## config.mk

```make
export PLATFORM = sky130hd
export DESIGN_NAME = spims_port
export DESIGN_NICKNAME = d
export VERILOG_FILES = /design/src/rtl/spims_pkg.sv /design/src/rtl/spims_rate_if.sv /design/src/rtl/spims_port.sv /design/src/rtl/spims_sync.sv /design/src/rtl/spims_rate.sv
export VERILOG_INCLUDE_DIRS = /design/src /design/src/rtl
export SDC_FILE = /design/constraint.sdc
export NUM_CORES = 1
export LEC_CHECK = 0
export BUFFER_PORTS_ARGS = -buffer_cell sky130_fd_sc_hd__buf_2
export CAP_MARGIN = 20
export CORE_UTILIZATION = 45
export DETAILED_ROUTE_END_ITERATION = 16
export SETUP_SLACK_MARGIN = 0.15
export SYNTH_ARGS = -nofsm -noshare
export SYNTH_HDL_FRONTEND = slang
export SYNTH_SLANG_ARGS = --single-unit
```

## constraint.sdc

```tcl
create_clock -name ref_clk -period 3.4 [get_ports ref_clk]
set_clock_uncertainty 0.15 [all_clocks]
set_input_delay 0.68 -clock ref_clk [delete_from_list [all_inputs] [get_ports ref_clk]]
set_output_delay 0.68 -clock ref_clk [all_outputs]
set_load 0.01 [all_outputs]
```

## src/rtl/spims_map.svh

```systemverilog
// Purpose: offsets, field positions, reset values and rate counts
// Assumes: included by the serial port design files
// Notes: definitions only
`ifndef SPIMS_MAP_SVH
`define SPIMS_MAP_SVH

// ----------------
// register offsets (word index on the plain register port)
// ----------------
`define SPIMS_OFF_BUF 3'h0
`define SPIMS_OFF_CTL1 3'h1
`define SPIMS_OFF_CTL3 3'h2
`define SPIMS_OFF_STAT 3'h3
`define SPIMS_OFF_RATE 3'h4
`define SPIMS_OFF_IEN 3'h5
`define SPIMS_OFF_IFLG 3'h6

// ----------------
// field positions
// ----------------
`define SPIMS_CTL1_WRITE_COLLISION_BIT 7
`define SPIMS_CTL1_OVF 6
`define SPIMS_CTL1_EN 5
`define SPIMS_CTL1_CKP 4
`define SPIMS_CTL3_BUFFER_OVERWRITE_ENABLE 4
`define SPIMS_STAT_SMP 7
`define SPIMS_STAT_CKE 6
`define SPIMS_IRQ_BIT 3

// ----------------
// mode select codes
// ----------------
`define SPIMS_MODE_M4 4'h0
`define SPIMS_MODE_M16 4'h1
`define SPIMS_MODE_M64 4'h2
`define SPIMS_MODE_SS 4'h4
`define SPIMS_MODE_NOSS 4'h5
`define SPIMS_MODE_MRLD 4'ha

// ----------------
// reset values and half-period counts (ref_clk cycles)
// ----------------
`define SPIMS_RST_BYTE 8'h00
`define SPIMS_HALF_DIV4 9'h002
`define SPIMS_HALF_DIV16 9'h008
`define SPIMS_HALF_DIV64 9'h020

`endif

```

## src/rtl/spims_pkg.sv

```systemverilog
// Purpose: shared types of the serial port
// Assumes: nothing
// Notes: constants live in spims_map.svh
`default_nettype none
package spims_pkg;
	// master clock rate choices
	typedef enum logic [1:0] {
		SPIMS_RATE_DIV4,
		SPIMS_RATE_DIV16,
		SPIMS_RATE_DIV64,
		SPIMS_RATE_RELOAD
	} spims_rate_type;
endpackage : spims_pkg
`default_nettype wire

```

## src/rtl/spims_rate_if.sv

```systemverilog
// Purpose: carrier between port core and rate divider
// Assumes: one clock domain
// Notes: none
`default_nettype none
interface spims_rate_if;
	import spims_pkg::*;
	logic run; // divider counts while high
	spims_rate_type sel; // rate choice
	logic [7:0] reload; // rate reload value
	logic tick; // one-cycle half-period pulse
	modport core (output run, output sel, output reload, input tick);
	modport div (input run, input sel, input reload, output tick);
endinterface : spims_rate_if
`default_nettype wire

```

## src/rtl/spims_port.sv

```systemverilog
// Purpose: serial peripheral port, master and slave roles
// Assumes: register port on ref_clk; pins asynchronous
// Notes: slave clock is sampled, so it must be slow against ref_clk
//
// The register offsets and the plain strobed port were decided locally.
`include "spims_map.svh"
`default_nettype none

// Overview of operation
// master starts byte on buffer write
// master keeps receiving with output unused
// master rate 4, 16, 64 or reload
// idle level and edge from two bits
// phase bit set presents data early
// slave shifts on external clock, flags
// clock line idle before slave enable
// slave shifting independent of sleep
// slave byte in sleep sets flag, wakes
// master transfer freezes during sleep
// overwrite enable accepts unread-buffer writes
// code 0100 selects select-controlled slave
// select low enables shifting and output
// select high floats output three ref_clk cycles later
// select high or disable clears counter
// phase bit slave needs select control
// slave keeps sample point bit clear
// msb first, input enters lsb
// full byte sets buffer full, flag
// busy write ignored, sets collision bit
// buffer read clears buffer full
// clock ignored while deselected
module spims_port (
	input wire logic ref_clk, // system clock, 250 MHz
	input wire logic nrst, // asynchronous reset, active low
	input wire logic [2:0] addr, // register index
	input wire logic [7:0] wr_data, // register write data
	input wire logic wr_stb, // write strobe
	input wire logic rd_stb, // read strobe
	output logic [7:0] rd_data, // read data, cycle after strobe
	input wire logic sck_i, // serial clock pin in
	output logic sck_o, // serial clock pin out
	output logic sck_oe, // serial clock drive enable
	input wire logic sdi, // serial data in pin
	output logic sdo_o, // serial data out
	output logic sdo_oe, // serial data drive enable
	input wire logic ss_n, // slave select pin, active low
	input wire logic sleep, // device sleep request
	output logic wake // wake request from sleep
);
	import spims_pkg::*;

	// ----------------
	// reset release and pin synchronisers
	// ----------------
	logic rst_meta_ff; // reset release first stage
	logic rst_n_ff; // reset used by the design
	logic [3:0] pin_s; // synchronised sck, sdi, ss_n, sleep
	logic sck_s; // synchronised serial clock
	logic sdi_s; // synchronised serial input
	logic ss_s; // synchronised select, high is deselected
	logic sleep_s; // synchronised sleep

	// release reset through two flops
	always_ff @(posedge ref_clk or negedge nrst) begin
		if (!nrst) begin
			rst_meta_ff <= 1'b0;
			rst_n_ff <= 1'b0;
		end else begin
			rst_meta_ff <= 1'b1;
			rst_n_ff <= rst_meta_ff;
		end
	end

	spims_sync #(.W(4)) u_sync (
		.ref_clk(ref_clk),
		.rst_n(rst_n_ff),
		.d({sck_i, sdi, ss_n, sleep}),
		.q(pin_s)
	);
	assign sck_s = pin_s[3];
	assign sdi_s = pin_s[2];
	assign ss_s = pin_s[1];
	assign sleep_s = pin_s[0];

	// ----------------
	// software visible state
	// ----------------
	logic write_collision_bit_ff; // write collision bit
	logic ovf_ff; // receive overflow bit
	logic en_ff; // port enable bit
	logic ckp_ff; // clock idle level
	logic [3:0] mode_ff; // mode select field
	logic smp_ff; // input sample point (stored only)
	logic cke_ff; // clock phase select
	logic bf_ff; // buffer full bit
	logic buffer_overwrite_enable_ff; // buffer overwrite enable
	logic [7:0] rate_ff; // rate reload value
	logic ie_ff; // transfer irq enable
	logic flag_ff; // transfer done flag
	logic [7:0] buf_ff; // data buffer (received byte)

	// ----------------
	// shift engine state
	// ----------------
	logic [7:0] sr_ff; // shift register
	logic [3:0] cnt_ff; // bits sampled in this byte
	logic [4:0] hc_ff; // master half period index
	logic busy_ff; // master transfer running
	logic sck_prev_ff; // last synchronised slave clock
	logic sck_ff; // master clock level
	logic sdo_ff; // serial output level
	logic sdo_oe_ff; // serial output enable
	logic sck_oe_ff; // clock output enable
	logic wake_ff; // wake request
	logic [7:0] rd_data_ff; // read data

	// ----------------
	// role decode and edge events
	// ----------------
	logic is_master; // master role active
	logic is_slave; // slave role active
	logic ss_ctl; // select controlled slave
	logic selected; // slave may shift
	logic lead; // idle to active clock edge
	logic trail; // active to idle clock edge
	logic sample; // input sampling edge
	logic change; // output change edge
	logic xfer_rst; // transfer logic reset
	logic done; // last bit latched
	logic wr_buf; // software write of buffer
	logic rd_buf; // software read of buffer
	logic engine_busy; // byte in flight
	logic wr_ok; // buffer write accepted
	logic [7:0] rx_byte; // byte after final sample
	spims_rate_if rif (); // divider carrier

	always_comb begin
		is_master = en_ff && (mode_ff == `SPIMS_MODE_M4 ||
			mode_ff == `SPIMS_MODE_M16 || mode_ff == `SPIMS_MODE_M64 ||
			mode_ff == `SPIMS_MODE_MRLD);
		is_slave = en_ff && (mode_ff == `SPIMS_MODE_SS ||
			mode_ff == `SPIMS_MODE_NOSS);
		ss_ctl = (mode_ff == `SPIMS_MODE_SS);
		selected = !ss_ctl || !ss_s;
		// slave edges come straight from the pin clock, not the divider
		lead = (is_slave && selected && sck_prev_ff == ckp_ff &&
			sck_s != ckp_ff) || (is_master && busy_ff && rif.tick &&
			!hc_ff[0]);
		trail = (is_slave && selected && sck_prev_ff != ckp_ff &&
			sck_s == ckp_ff) || (is_master && busy_ff && rif.tick &&
			hc_ff[0]);
		sample = cke_ff ? lead : trail;
		change = cke_ff ? trail : lead;
		xfer_rst = !en_ff || (is_slave && ss_ctl && ss_s);
		done = sample && !xfer_rst && cnt_ff == 4'h7;
		rx_byte = {sr_ff[6:0], sdi_s};
		wr_buf = wr_stb && addr == `SPIMS_OFF_BUF;
		rd_buf = rd_stb && addr == `SPIMS_OFF_BUF;
		engine_busy = busy_ff || cnt_ff != 4'h0;
		wr_ok = wr_buf && !engine_busy && (!bf_ff || buffer_overwrite_enable_ff);
	end

	// ----------------
	// master rate divider
	// ----------------
	always_comb begin
		rif.run = is_master && busy_ff && !sleep_s;
		rif.reload = rate_ff;
		case (mode_ff)
			`SPIMS_MODE_M4: rif.sel = SPIMS_RATE_DIV4;
			`SPIMS_MODE_M16: rif.sel = SPIMS_RATE_DIV16;
			`SPIMS_MODE_M64: rif.sel = SPIMS_RATE_DIV64;
			default: rif.sel = SPIMS_RATE_RELOAD;
		endcase
	end

	spims_rate u_rate (
		.ref_clk(ref_clk),
		.rst_n(rst_n_ff),
		.rif(rif)
	);

	// ----------------
	// control registers
	// ----------------
	// control and configuration written by software
	always_ff @(posedge ref_clk or negedge rst_n_ff) begin
		if (!rst_n_ff) begin
			en_ff <= 1'b0;
			ckp_ff <= 1'b0;
			mode_ff <= 4'h0;
			smp_ff <= 1'b0;
			cke_ff <= 1'b0;
			buffer_overwrite_enable_ff <= 1'b0;
			rate_ff <= `SPIMS_RST_BYTE;
			ie_ff <= 1'b0;
		end else if (wr_stb) begin
			if (addr == `SPIMS_OFF_CTL1) begin
				en_ff <= wr_data[`SPIMS_CTL1_EN];
				ckp_ff <= wr_data[`SPIMS_CTL1_CKP];
				mode_ff <= wr_data[3:0];
			end else if (addr == `SPIMS_OFF_CTL3) begin
				buffer_overwrite_enable_ff <= wr_data[`SPIMS_CTL3_BUFFER_OVERWRITE_ENABLE];
			end else if (addr == `SPIMS_OFF_STAT) begin
				smp_ff <= wr_data[`SPIMS_STAT_SMP];
				cke_ff <= wr_data[`SPIMS_STAT_CKE];
			end else if (addr == `SPIMS_OFF_RATE) begin
				rate_ff <= wr_data;
			end else if (addr == `SPIMS_OFF_IEN) begin
				ie_ff <= wr_data[`SPIMS_IRQ_BIT];
			end
		end
	end

	// collision bit: hardware set wins over software clear
	always_ff @(posedge ref_clk or negedge rst_n_ff) begin
		if (!rst_n_ff) begin
			write_collision_bit_ff <= 1'b0;
		end else if (wr_buf && !wr_ok) begin
			write_collision_bit_ff <= 1'b1;
		end else if (wr_stb && addr == `SPIMS_OFF_CTL1) begin
			write_collision_bit_ff <= wr_data[`SPIMS_CTL1_WRITE_COLLISION_BIT];
		end
	end

	// overflow bit: byte arrived while buffer still unread
	always_ff @(posedge ref_clk or negedge rst_n_ff) begin
		if (!rst_n_ff) begin
			ovf_ff <= 1'b0;
		end else if (done && bf_ff && !rd_buf && !buffer_overwrite_enable_ff) begin
			ovf_ff <= 1'b1;
		end else if (wr_stb && addr == `SPIMS_OFF_CTL1) begin
			ovf_ff <= wr_data[`SPIMS_CTL1_OVF];
		end
	end

	// ----------------
	// receive buffer, full bit and done flag
	// ----------------
	// completed byte moves to the buffer unless it would be overrun
	always_ff @(posedge ref_clk or negedge rst_n_ff) begin
		if (!rst_n_ff) begin
			buf_ff <= `SPIMS_RST_BYTE;
		end else if (done && (!bf_ff || rd_buf || buffer_overwrite_enable_ff)) begin
			buf_ff <= rx_byte;
		end else if (wr_ok) begin
			buf_ff <= wr_data;
		end
	end

	// full bit: completion set wins over the clearing read
	always_ff @(posedge ref_clk or negedge rst_n_ff) begin
		if (!rst_n_ff) begin
			bf_ff <= 1'b0;
		end else if (done) begin
			bf_ff <= 1'b1;
		end else if (rd_buf) begin
			bf_ff <= 1'b0;
		end
	end

	// done flag: set wins over a software write of zero
	always_ff @(posedge ref_clk or negedge rst_n_ff) begin
		if (!rst_n_ff) begin
			flag_ff <= 1'b0;
		end else if (done) begin
			flag_ff <= 1'b1;
		end else if (wr_stb && addr == `SPIMS_OFF_IFLG) begin
			flag_ff <= wr_data[`SPIMS_IRQ_BIT];
		end
	end

	// wake request while sleeping with the flag enabled
	always_ff @(posedge ref_clk or negedge rst_n_ff) begin
		if (!rst_n_ff) begin
			wake_ff <= 1'b0;
		end else begin
			wake_ff <= flag_ff && ie_ff && sleep_s;
		end
	end

	// ----------------
	// shift engine
	// ----------------
	// shift register: load on accepted write, shift on sample edge
	always_ff @(posedge ref_clk or negedge rst_n_ff) begin
		if (!rst_n_ff) begin
			sr_ff <= `SPIMS_RST_BYTE;
		end else if (wr_ok) begin
			sr_ff <= wr_data;
		end else if (sample && !xfer_rst) begin
			sr_ff <= rx_byte;
		end
	end

	// bit counter
	always_ff @(posedge ref_clk or negedge rst_n_ff) begin
		if (!rst_n_ff) begin
			cnt_ff <= 4'h0;
		end else if (xfer_rst || done) begin
			cnt_ff <= 4'h0;
		end else if (sample) begin
			cnt_ff <= cnt_ff + 4'h1;
		end
	end

	// master transfer window and half period index
	always_ff @(posedge ref_clk or negedge rst_n_ff) begin
		if (!rst_n_ff) begin
			busy_ff <= 1'b0;
			hc_ff <= 5'h00;
		end else if (!is_master) begin
			busy_ff <= 1'b0;
			hc_ff <= 5'h00;
		end else if (wr_ok) begin
			busy_ff <= 1'b1;
			hc_ff <= 5'h00;
		end else if (busy_ff && rif.tick) begin
			busy_ff <= (hc_ff != 5'h0f);
			hc_ff <= hc_ff + 5'h01;
		end
	end

	// master clock pin: idle level outside a transfer
	always_ff @(posedge ref_clk or negedge rst_n_ff) begin
		if (!rst_n_ff) begin
			sck_ff <= 1'b0;
			sck_oe_ff <= 1'b0;
		end else begin
			sck_oe_ff <= is_master;
			if (!busy_ff) begin
				sck_ff <= ckp_ff;
			end else if (rif.tick) begin
				sck_ff <= !sck_ff;
			end
		end
	end

	// serial output: early msb when phase bit set
	always_ff @(posedge ref_clk or negedge rst_n_ff) begin
		if (!rst_n_ff) begin
			sdo_ff <= 1'b0;
		end else if (wr_ok && cke_ff) begin
			sdo_ff <= wr_data[7];
		end else if (change && !xfer_rst) begin
			sdo_ff <= sr_ff[7];
		end
	end

	// output enable: floats three ref_clk cycles after select rises
	always_ff @(posedge ref_clk or negedge rst_n_ff) begin
		if (!rst_n_ff) begin
			sdo_oe_ff <= 1'b0;
		end else begin
			sdo_oe_ff <= is_master || (is_slave && selected);
		end
	end

	// slave clock history for edge detection
	always_ff @(posedge ref_clk or negedge rst_n_ff) begin
		if (!rst_n_ff) begin
			sck_prev_ff <= 1'b0;
		end else begin
			sck_prev_ff <= sck_s;
		end
	end

	// ----------------
	// read back
	// ----------------
	always_ff @(posedge ref_clk or negedge rst_n_ff) begin
		if (!rst_n_ff) begin
			rd_data_ff <= `SPIMS_RST_BYTE;
		end else if (rd_stb) begin
			if (addr == `SPIMS_OFF_BUF) begin
				rd_data_ff <= buf_ff;
			end else if (addr == `SPIMS_OFF_CTL1) begin
				rd_data_ff <= {write_collision_bit_ff, ovf_ff, en_ff, ckp_ff, mode_ff};
			end else if (addr == `SPIMS_OFF_CTL3) begin
				rd_data_ff <= {3'h0, buffer_overwrite_enable_ff, 4'h0};
			end else if (addr == `SPIMS_OFF_STAT) begin
				rd_data_ff <= {smp_ff, cke_ff, 5'h00, bf_ff};
			end else if (addr == `SPIMS_OFF_RATE) begin
				rd_data_ff <= rate_ff;
			end else if (addr == `SPIMS_OFF_IEN) begin
				rd_data_ff <= {4'h0, ie_ff, 3'h0};
			end else if (addr == `SPIMS_OFF_IFLG) begin
				rd_data_ff <= {4'h0, flag_ff, 3'h0};
			end else begin
				rd_data_ff <= 8'h00; // unmapped reads zero
			end
		end
	end

	assign rd_data = rd_data_ff;
	assign sck_o = sck_ff;
	assign sck_oe = sck_oe_ff;
	assign sdo_o = sdo_ff;
	assign sdo_oe = sdo_oe_ff;
	assign wake = wake_ff;
endmodule : spims_port
`default_nettype wire

```

## src/rtl/spims_sync.sv

```systemverilog
// Purpose: two-flop synchroniser for pin levels
// Assumes: inputs are asynchronous to ref_clk
// Notes: first stage feeds only the second
`default_nettype none
module spims_sync #(
	parameter int W = 1
) (
	input wire logic ref_clk, // system clock
	input wire logic rst_n, // active-low reset
	input wire logic [W-1:0] d, // asynchronous level
	output logic [W-1:0] q // synchronised level
);
	logic [W-1:0] meta_ff; // first stage

	// ----------------
	// two stages
	// ----------------
	always_ff @(posedge ref_clk or negedge rst_n) begin
		if (!rst_n) begin
			meta_ff <= '0;
			q <= '0;
		end else begin
			meta_ff <= d;
			q <= meta_ff;
		end
	end
endmodule : spims_sync
`default_nettype wire

```

## src/rtl/spims_rate.sv

```systemverilog
// Purpose: master serial clock divider, half-period tick
// Assumes: run low holds the count (sleep freeze)
// Notes: tick marks one serial clock edge
`include "spims_map.svh"
`default_nettype none
module spims_rate (
	input wire logic ref_clk, // system clock
	input wire logic rst_n, // active-low reset
	spims_rate_if.div rif // control and tick
);
	import spims_pkg::*;
	logic [8:0] cnt_ff; // cycles into half period
	logic [8:0] half; // half period length

	// half period: 2, 8 or 32 ref_clk cycles for the fixed rates
	always_comb begin
		case (rif.sel)
			SPIMS_RATE_DIV4: half = `SPIMS_HALF_DIV4;
			SPIMS_RATE_DIV16: half = `SPIMS_HALF_DIV16;
			SPIMS_RATE_DIV64: half = `SPIMS_HALF_DIV64;
			default: half = {rif.reload, 1'b0} + 9'h002; // 2*(r+1)
		endcase
	end

	// counter, not cleared while idle, held whenever run is low
	always_ff @(posedge ref_clk or negedge rst_n) begin
		if (!rst_n) begin
			cnt_ff <= 9'h000;
			rif.tick <= 1'b0;
		end else if (rif.run) begin
			rif.tick <= (cnt_ff == half - 9'h001);
			cnt_ff <= (cnt_ff >= half - 9'h001) ? 9'h000 : cnt_ff + 9'h001;
		end else begin
			rif.tick <= 1'b0;
		end
	end
endmodule : spims_rate
`default_nettype wire

```

---- Word-level counts from Yosys, hierarchy flattened ----
Cells that the tools add are included.
word-level totals
  register bits after elaboration ......... 82
  input port bits ......................... 19
cells by class
  mux-type cells .......................... 37
  $add $sub $neg .......................... 5
  reduce and logical (&&, ||, !) cells .... 75
  magnitude comparators ................... 1
  equality and inequality tests ........... 22
  bitwise logic cells ..................... 4
operators by type and width
  cell                                                 number
  two-way mux 8 bit                                    9
  logical AND 1 bit                                    32
  one-hot mux 9 bit (3 select lines)                   1
  two-way mux 1 bit                                    18
  two-way mux 4 bit                                    4
  nonzero test 2 bit                                   8
  two-way mux 5 bit                                    3
  logical OR 1 bit                                     14
  equality test 4 x 3 -> 1 bit, second input constant  3
  logical NOT 1 bit                                    12
  adder 9 x 1 -> 9 bit, second input constant          1
  adder 9 x 2 -> 9 bit, second input constant          1
  equality test 3 bit, second input constant           3
  equality test 9 bit                                  1
  greater-or-equal comparator 9 bit                    1
  two-way mux 9 bit                                    1
  subtractor 9 x 1 -> 9 bit, second input constant     1
  equality test 3 x 2 -> 1 bit, second input constant  2
  one-hot mux 2 bit (3 select lines)                   1
  AND reduction 6 bit                                  1
  adder 5 x 1 -> 5 bit, second input constant          1
  != test 5 x 4 -> 1 bit, second input constant        1
  AND reduction 5 bit                                  1
  adder 4 x 1 -> 4 bit, second input constant          1
  other kinds (18)                                     23

---- Depth between registers and ports, before layout ----
  depth in word-level cells ............... 16
  gate-level depth with buffers ........... 12
  gate-level depth less buffers ........... 12

---- Modules after synthesis ----
Synthesis repeated with hierarchy kept, for this count alone.
unflattened totals
  cell total of the unflattened synthesis .. 444
  area total of the unflattened synthesis .. 4365.4 um^2
by module, submodules not included
  module      area each (um^2)  cells each  instances
  spims_port  3238.1            324         1
  spims_rate  927.1             112         1
  spims_sync  200.2             8           1

---- Least setup slack after synthesis ----
No wires, ideal clock.
  kind .................................... reg-to-reg
  start point ............................. reg rate_ff[0]
  end point ............................... reg u_rate.cnt_ff[2]
  stages on the path, launching flop included .. 13
  data required time ...................... 3134 ps
  setup slack ............................. -45 ps
  data arrival time ....................... 3180 ps
  path buffers ............................ 0
  clock period less this slack ............ 3445 ps
  path through ............................ dfrtp_1 > ha_1 > nand2b_1 > a2bb2oi_1 > o211ai_1 > nor2_1 > xnor2_1 > ha_1 > a211oi_1 > o211ai_1 > a311oi_1 > nor2_1 > o311ai_0
between the ends
  cells in the longest elaborated chain, start to end .. 5
ends and longest elaborated chain
  what                                RTL line           RTL
  start: declaration                  spims_port.sv:97   logic [7:0] rate_ff;
  start signal: assignment            spims_port.sv:195  rate_ff <= `SPIMS_RST_BYTE;
  start signal: assignment            spims_port.sv:208  rate_ff <= wr_data;
  adder 9 x 2 -> 9 bit                spims_rate.sv:21   default: half = {rif.reload, 1'b0} + 9'h002;
  one-hot mux 9 bit (3 select lines)  spims_rate.sv:17   case (rif.sel)
  subtractor 9 x 1 -> 9 bit           spims_rate.sv:32   cnt_ff <= (cnt_ff >= half - 9'h001) ? 9'h000 : cnt_ff + 9'h001;
  greater-or-equal comparator 9 bit   spims_rate.sv:32
  two-way mux 9 bit                   spims_rate.sv:32
  end signal: assignment              spims_rate.sv:32
  end: declaration                    spims_rate.sv:12   logic [8:0] cnt_ff;
Every way passes these cells.
A chain may end at the register's enable or synchronous reset.

---- Final worst setup path ----
  start point ............................. reg mode_ff[2]
  end point ............................... reg u_rate.cnt_ff[2]
between the ends
  cells in the longest elaborated chain, start to end .. 7
  elaborated cells between the ends (all ways) .. 18
  those cells by class .................... add/sub: 1; order compare: 1; eq/ne: 5; mux: 3; reduce/logical: 8
ends and longest elaborated chain
  what                                                                    RTL line                             RTL
  start: declaration                                                      spims_port.sv:92                     logic [3:0] mode_ff;
  start signal: assignment                                                spims_port.sv:201                    mode_ff <= wr_data[3:0];
  equality test 4 x 2 -> 1 bit (tied with other cells)                    spims_port.sv:169                    case (mode_ff)
  one-hot mux 2 bit (3 select lines) or logical OR 1 bit (tied branches)  n/a
  equality test 2 bit (tied with other cells)                             spims_rate.sv:17
  one-hot mux 9 bit (3 select lines) or logical OR 1 bit (tied branches)  n/a
  subtractor 9 x 1 -> 9 bit or logical AND 1 bit (tied branches)          spims_rate.sv:32, spims_port.sv:138
  greater-or-equal comparator 9 bit or logical AND 1 bit (tied branches)  spims_rate.sv:32, spims_port.sv:167
  two-way mux 9 bit or logical AND 1 bit (tied branches)                  spims_rate.sv:32, spims_port.sv:167
Several ways; a longest one is shown, not always the timed one.

==> summary by stage <==
Synth
The mean area per synthesized cell is 9.98 um^2. For this run, the leading register cell type out of synthesis is sky130_fd_sc_hd__dfrtp_1. The number of synthesized register bits is 82. The post-synthesis cell area is 0.00444 mm^2. The synthesized netlist cell count is 445. Sequential elements use 46.2% of the synthesized area.

The total number of yosys warnings is 0. The share of Yosys cell area claimed by the top area cell type is 46.2%. By area the synthesized netlist is led by sky130_fd_sc_hd__dfrtp_1, sky130_fd_sc_hd__nand2_1, sky130_fd_sc_hd__mux2_2, sky130_fd_sc_hd__ha_1, sky130_fd_sc_hd__mux2_4.

Yosys mapped a number of flops with a built-in enable equal to 0. sky130_fd_sc_hd__dfrtp_1 takes more of the synthesized area than any other cell. The number of distinct library cells after synthesis is 66. In the synthesized netlist the async set-or-reset flop fraction comes to 100%. The synthesized net count is 478.

Power
The worst-case IR drop observed on VDD is 288 uV. In this run the static leakage power is 2.31 nW. Per report_power, the combinational group accounts for 33.9% of the total.

Summed over all nets, the switching power comes to 1.10 mW. Cell internal power was estimated by the tool at 2.07 mW. Of the total power, the share spent switching nets is 34.7%. The sequential cell fraction of total power is 42.3%.

The power density relative to cell area is 623 mW/mm^2. The clock network fraction of total power is 23.8%.

CTS
Clock-pin slew was measured on the worst setup and hold paths at 0.09 ns. The total CTS buffers is 9. The tree built by TritonCTS fans out to 82 sinks. The level count of the clock H-tree is 3. The later pin in the worst-skew pair is clocked with a latency of 0.35 ns. The library cell used as clock root buffer is sky130_fd_sc_hd__clkbuf_8. In this run the deepest clock path goes through 2 buffers.

TritonCTS built the clock tree.

Global routing
The aggregate global-route resource usage is 21.2%. The number of global-route vias before repair is 3216. The residual overflow from global routing is 0. The met1 global-route usage is 30.5%. The first-pass GRT wire length is 16.5 mm.

The largest net degree at the start of global routing is 81. The number of antenna violations at the first check in global routing is 0. For this run, global-route usage on met3 was measured as 4.28%. After global routing, the most crowded layer is met2. The met2 demand-to-capacity share in global routing is 33.2%.

Finish
The area occupied by multi-input gates is 0.00229 mm^2. Across the whole layout, storage elements account for 0.00206 mm^2. The number of nets in the final layout is 515. The number of inserted diodes is 0.

The fill cell total of the finished layout is 874. The synthesis-to-finish area growth is 14.6%. The share of post-route cells with drive strength above 1 is 24.0%.

Critical path
The startpoint of the worst register-to-register path is mode_ff[2]$_DFFE_PN0P_. The kind of end point of the critical path is a flop. For the worst setup path, the data required time is 3.51 ns. The critical-path maximum fanout is 5. The cell depth of the worst flop-to-flop path is 12. In this design, the stage delay of the slowest critical-path cell is 0.46 ns.

The cell with the largest stage delay on the worst path is sky130_fd_sc_hd__dfrtp_2. The critical path goes through or3_4, a21boi_2, nor2_2, nor2_1, xnor2_1, ha_1, a211oi_2, o211ai_1, a311oi_2, buf_4, o2111ai_1, o311ai_1. Data arrives at the worst endpoint at 3.19 ns. The class of the most critical setup path is reg2reg.

The critical path startpoint is mode_ff[2]$_DFFE_PN0P_. STA classifies the critical path startpoint as a flop.

Die
The floorplan has 35 rows. The core area is 0.00942 mm^2. The top-level port count is 32. Measured along the y axis, the die boundary spans 101 um. The die is 101 um wide. The floorplan step defined a die boundary enclosing 0.0103 mm^2.

The initial utilization of the core area, before any placement, comes to 47.2%.

STA
The final-report max-slew violation count is 0. At the pin with the least slew margin, the transition time is 0.787 ns. In this run the tightest slew margin relative to its limit is 46.8%. Setup violations remaining at the end of the flow were counted as 0. The fraction of the cycle the final worst path needs is 90.7%. The count of endpoints failing hold in the final timing report came to 0. Setup repair after global routing could not meet its margin everywhere. Setup slack on the critical path of the routed design comes to 0.315 ns. The total negative setup slack is 0 ns.

The smallest clock period supported by the final layout is computed as 3.08 ns. For this run, the top clock speed supported by timing is 324 MHz.

Routing
The per-cell routed wire length is 16.9 um. In this run the remaining antenna-violating nets after routing total 0. The number of remaining DRC errors is 0. In the routed layout, each cell is associated on average with a via count of 5.67. The initial DRC count is 114.

The total number of vias is 3492. The total wire length is 10.4 mm. The first detailed-routing pass took 4 iterations.

Placement
The setup slack at placement is 0.164 ns. Detailed placement ended at an HPWL of 7.43 mm. In this run the tool buffered the top-level ports with 31 buffer cells. The final weighted congestion of routability-driven global placement is 0.855.

Hold path
The classification of the worst-slack hold path is reg2async.

Flow run
Across the run, the number of max-cap violations was 0.

Status
The run finished with clean final reports.
[registers in the layout (all words and copies together) (netlist names), 4 cells and up]
| signal | cells |
|---|---|
| rate_ff | 8 |
| cnt_ff | 4 |
| u_sync.meta_ff | 4 |
| rd_data | 8 |
| hc_ff | 5 |
| buf_ff | 8 |
| u_rate.cnt_ff | 9 |
| sr_ff | 8 |
| mode_ff | 4 |
| u_sync.q | 4 |
[cells in the final DEF (no fill, tap or decap), types with 3 or more instances in the layout]
cell type,count
sky130_fd_sc_hd__a21oi_1,19
sky130_fd_sc_hd__a31oi_1,5
sky130_fd_sc_hd__and3_1,6
sky130_fd_sc_hd__buf_2,31
sky130_fd_sc_hd__buf_4,16
sky130_fd_sc_hd__clkbuf_8,11
sky130_fd_sc_hd__dfrtp_1,77
sky130_fd_sc_hd__dfrtp_2,4
sky130_fd_sc_hd__ha_1,14
sky130_fd_sc_hd__inv_1,14
sky130_fd_sc_hd__mux2_2,18
sky130_fd_sc_hd__mux2_4,8
sky130_fd_sc_hd__mux2i_1,11
sky130_fd_sc_hd__nand2_1,57
sky130_fd_sc_hd__nand2b_1,5
sky130_fd_sc_hd__nand3_1,20
sky130_fd_sc_hd__nand3b_1,3
sky130_fd_sc_hd__nand4_1,14
sky130_fd_sc_hd__nor2_1,27
sky130_fd_sc_hd__nor2_2,3
sky130_fd_sc_hd__nor2b_1,5
sky130_fd_sc_hd__nor3_1,4
sky130_fd_sc_hd__nor4_1,5
sky130_fd_sc_hd__o211ai_1,13
sky130_fd_sc_hd__o21ai_0,14
sky130_fd_sc_hd__o221ai_1,3
sky130_fd_sc_hd__o22ai_1,7
sky130_fd_sc_hd__o2bb2ai_1,3
sky130_fd_sc_hd__xnor2_1,7
sky130_fd_sc_hd__xor2_1,7
[stage by stage]
stage	power (mW)	area, um^2	utilization (%)	instances	hold slack, ns
5_1_grt	3.39	5090	54.1	616	0.130
3_3_place_gp	2.33	4730	50.3	592	0.185
4_1_cts	3.13	4960	52.7	609	0.206
2_1_floorplan	2.07	4450	-	445	0.181
3_5_place_dp	2.36	4730	50.3	592	0.186
6_report	3.17	5090	54.1	616	0.0946
[repair_timing]
item | in CTS | in global routing
buffers inserted | 0 | 6
pin swaps | 0 | 8
hold endpoints to repair | 2 | 0
endpoints found under the setup margin | 1 | 9
hold buffers | 1 | 0
resized for setup | 2 | 15
[cell type report]
type / instances / area share [%]
clock buffers: 11 / 2.97
clock inverters: 5 / 1.23
inverters: 14 / 1.03
multi-input cells: 326 / 45.0
flip-flops and latches: 82 / 40.5
well taps: 129 / 3.17
repair buffers: 49 / 6.14
[cells by family (layout without fill, tap and decap cells)]
| kind of cell | after synthesis | count (layout) | synth area share (%) |
|---|---|---|---|
| and+or+nand+nor | 167 | 167 | 19.1 |
| AOI/OAI and AO/OA | 93 | 93 | 14.3 |
| DFF | 82 | 82 | 46.2 |
| muxes | 37 | 37 | 9.75 |
| buffers and inverters | 37 | 79 | 3.83 |
| adders and majority gates | 14 | 14 | 3.94 |
| xor gates and xnor gates | 14 | 14 | 2.76 |
| other | 1 | 1 | 0.0844 |
[routing by layer]
metal  up-vias  share of wire [%]
li1       1698                  -
met1      1716                 47
met2        72                 49
met3         6                4.1
met4         0               0.65
met5         -                  0
[cell usage after synthesis (4+ instances only)]
cell type / instances
sky130_fd_sc_hd__dfrtp_1: 82
sky130_fd_sc_hd__nand2_1: 57
sky130_fd_sc_hd__nor2_1: 29
sky130_fd_sc_hd__nand3_1: 20
sky130_fd_sc_hd__a21oi_1: 19
sky130_fd_sc_hd__mux2_2: 18
sky130_fd_sc_hd__o21ai_0: 15
sky130_fd_sc_hd__ha_1: 14
sky130_fd_sc_hd__inv_1: 14
sky130_fd_sc_hd__nand4_1: 14
sky130_fd_sc_hd__clkbuf_1: 13
sky130_fd_sc_hd__o211ai_1: 13
sky130_fd_sc_hd__mux2i_1: 11
sky130_fd_sc_hd__mux2_4: 8
sky130_fd_sc_hd__o22ai_1: 7
sky130_fd_sc_hd__xnor2_1: 7
sky130_fd_sc_hd__xor2_1: 7
sky130_fd_sc_hd__and3_1: 6
sky130_fd_sc_hd__nand2b_1: 6
sky130_fd_sc_hd__a31oi_1: 5
sky130_fd_sc_hd__nor2b_1: 5
sky130_fd_sc_hd__nor3_1: 5
sky130_fd_sc_hd__nor4_1: 5
sky130_fd_sc_hd__buf_2: 4
[worst max-delay path, delay by kind of cell (launching register included)]
family | cells | cell delay, ns
buffers and inverters | 1 | 0.18
adders and majority gates | 1 | 0.34
and+or+nand+nor | 3 | 0.67
AOI/OAI and AO/OA | 6 | 1.05
xor gates and xnor gates | 1 | 0.14
DFF | 1 | 0.46
[worst paths after layout]
path / endpoint / slack (ns)
max in group asynchronous: mode_ff[2]$_DFFE_PN0P_ / 2.41
worst max-delay path: u_rate.cnt_ff[2]$_DFFE_PN0P_ / 0.32
worst min register to register: hc_ff[1]$_DFFE_PN0P_ / 0.09
worst max register to register: u_rate.cnt_ff[2]$_DFFE_PN0P_ / 0.32
worst min-delay path: hc_ff[1]$_DFFE_PN0P_ / 0.09
min in group ref_clk: u_sync.q[0]$_DFF_PN0_ / 0.20
[power by group through the flow]
stage	sequential, mW	clock [mW]	combinational [mW]
after global placement	1.37	0	0.961
after CTS	1.36	0.774	0.996
after detailed placement	1.37	0	0.984
after global routing	1.37	0.817	1.19
final	1.34	0.755	1.07
after floorplan	1.31	0	0.754
No activity file was read; power rests on OpenSTA's default activity.
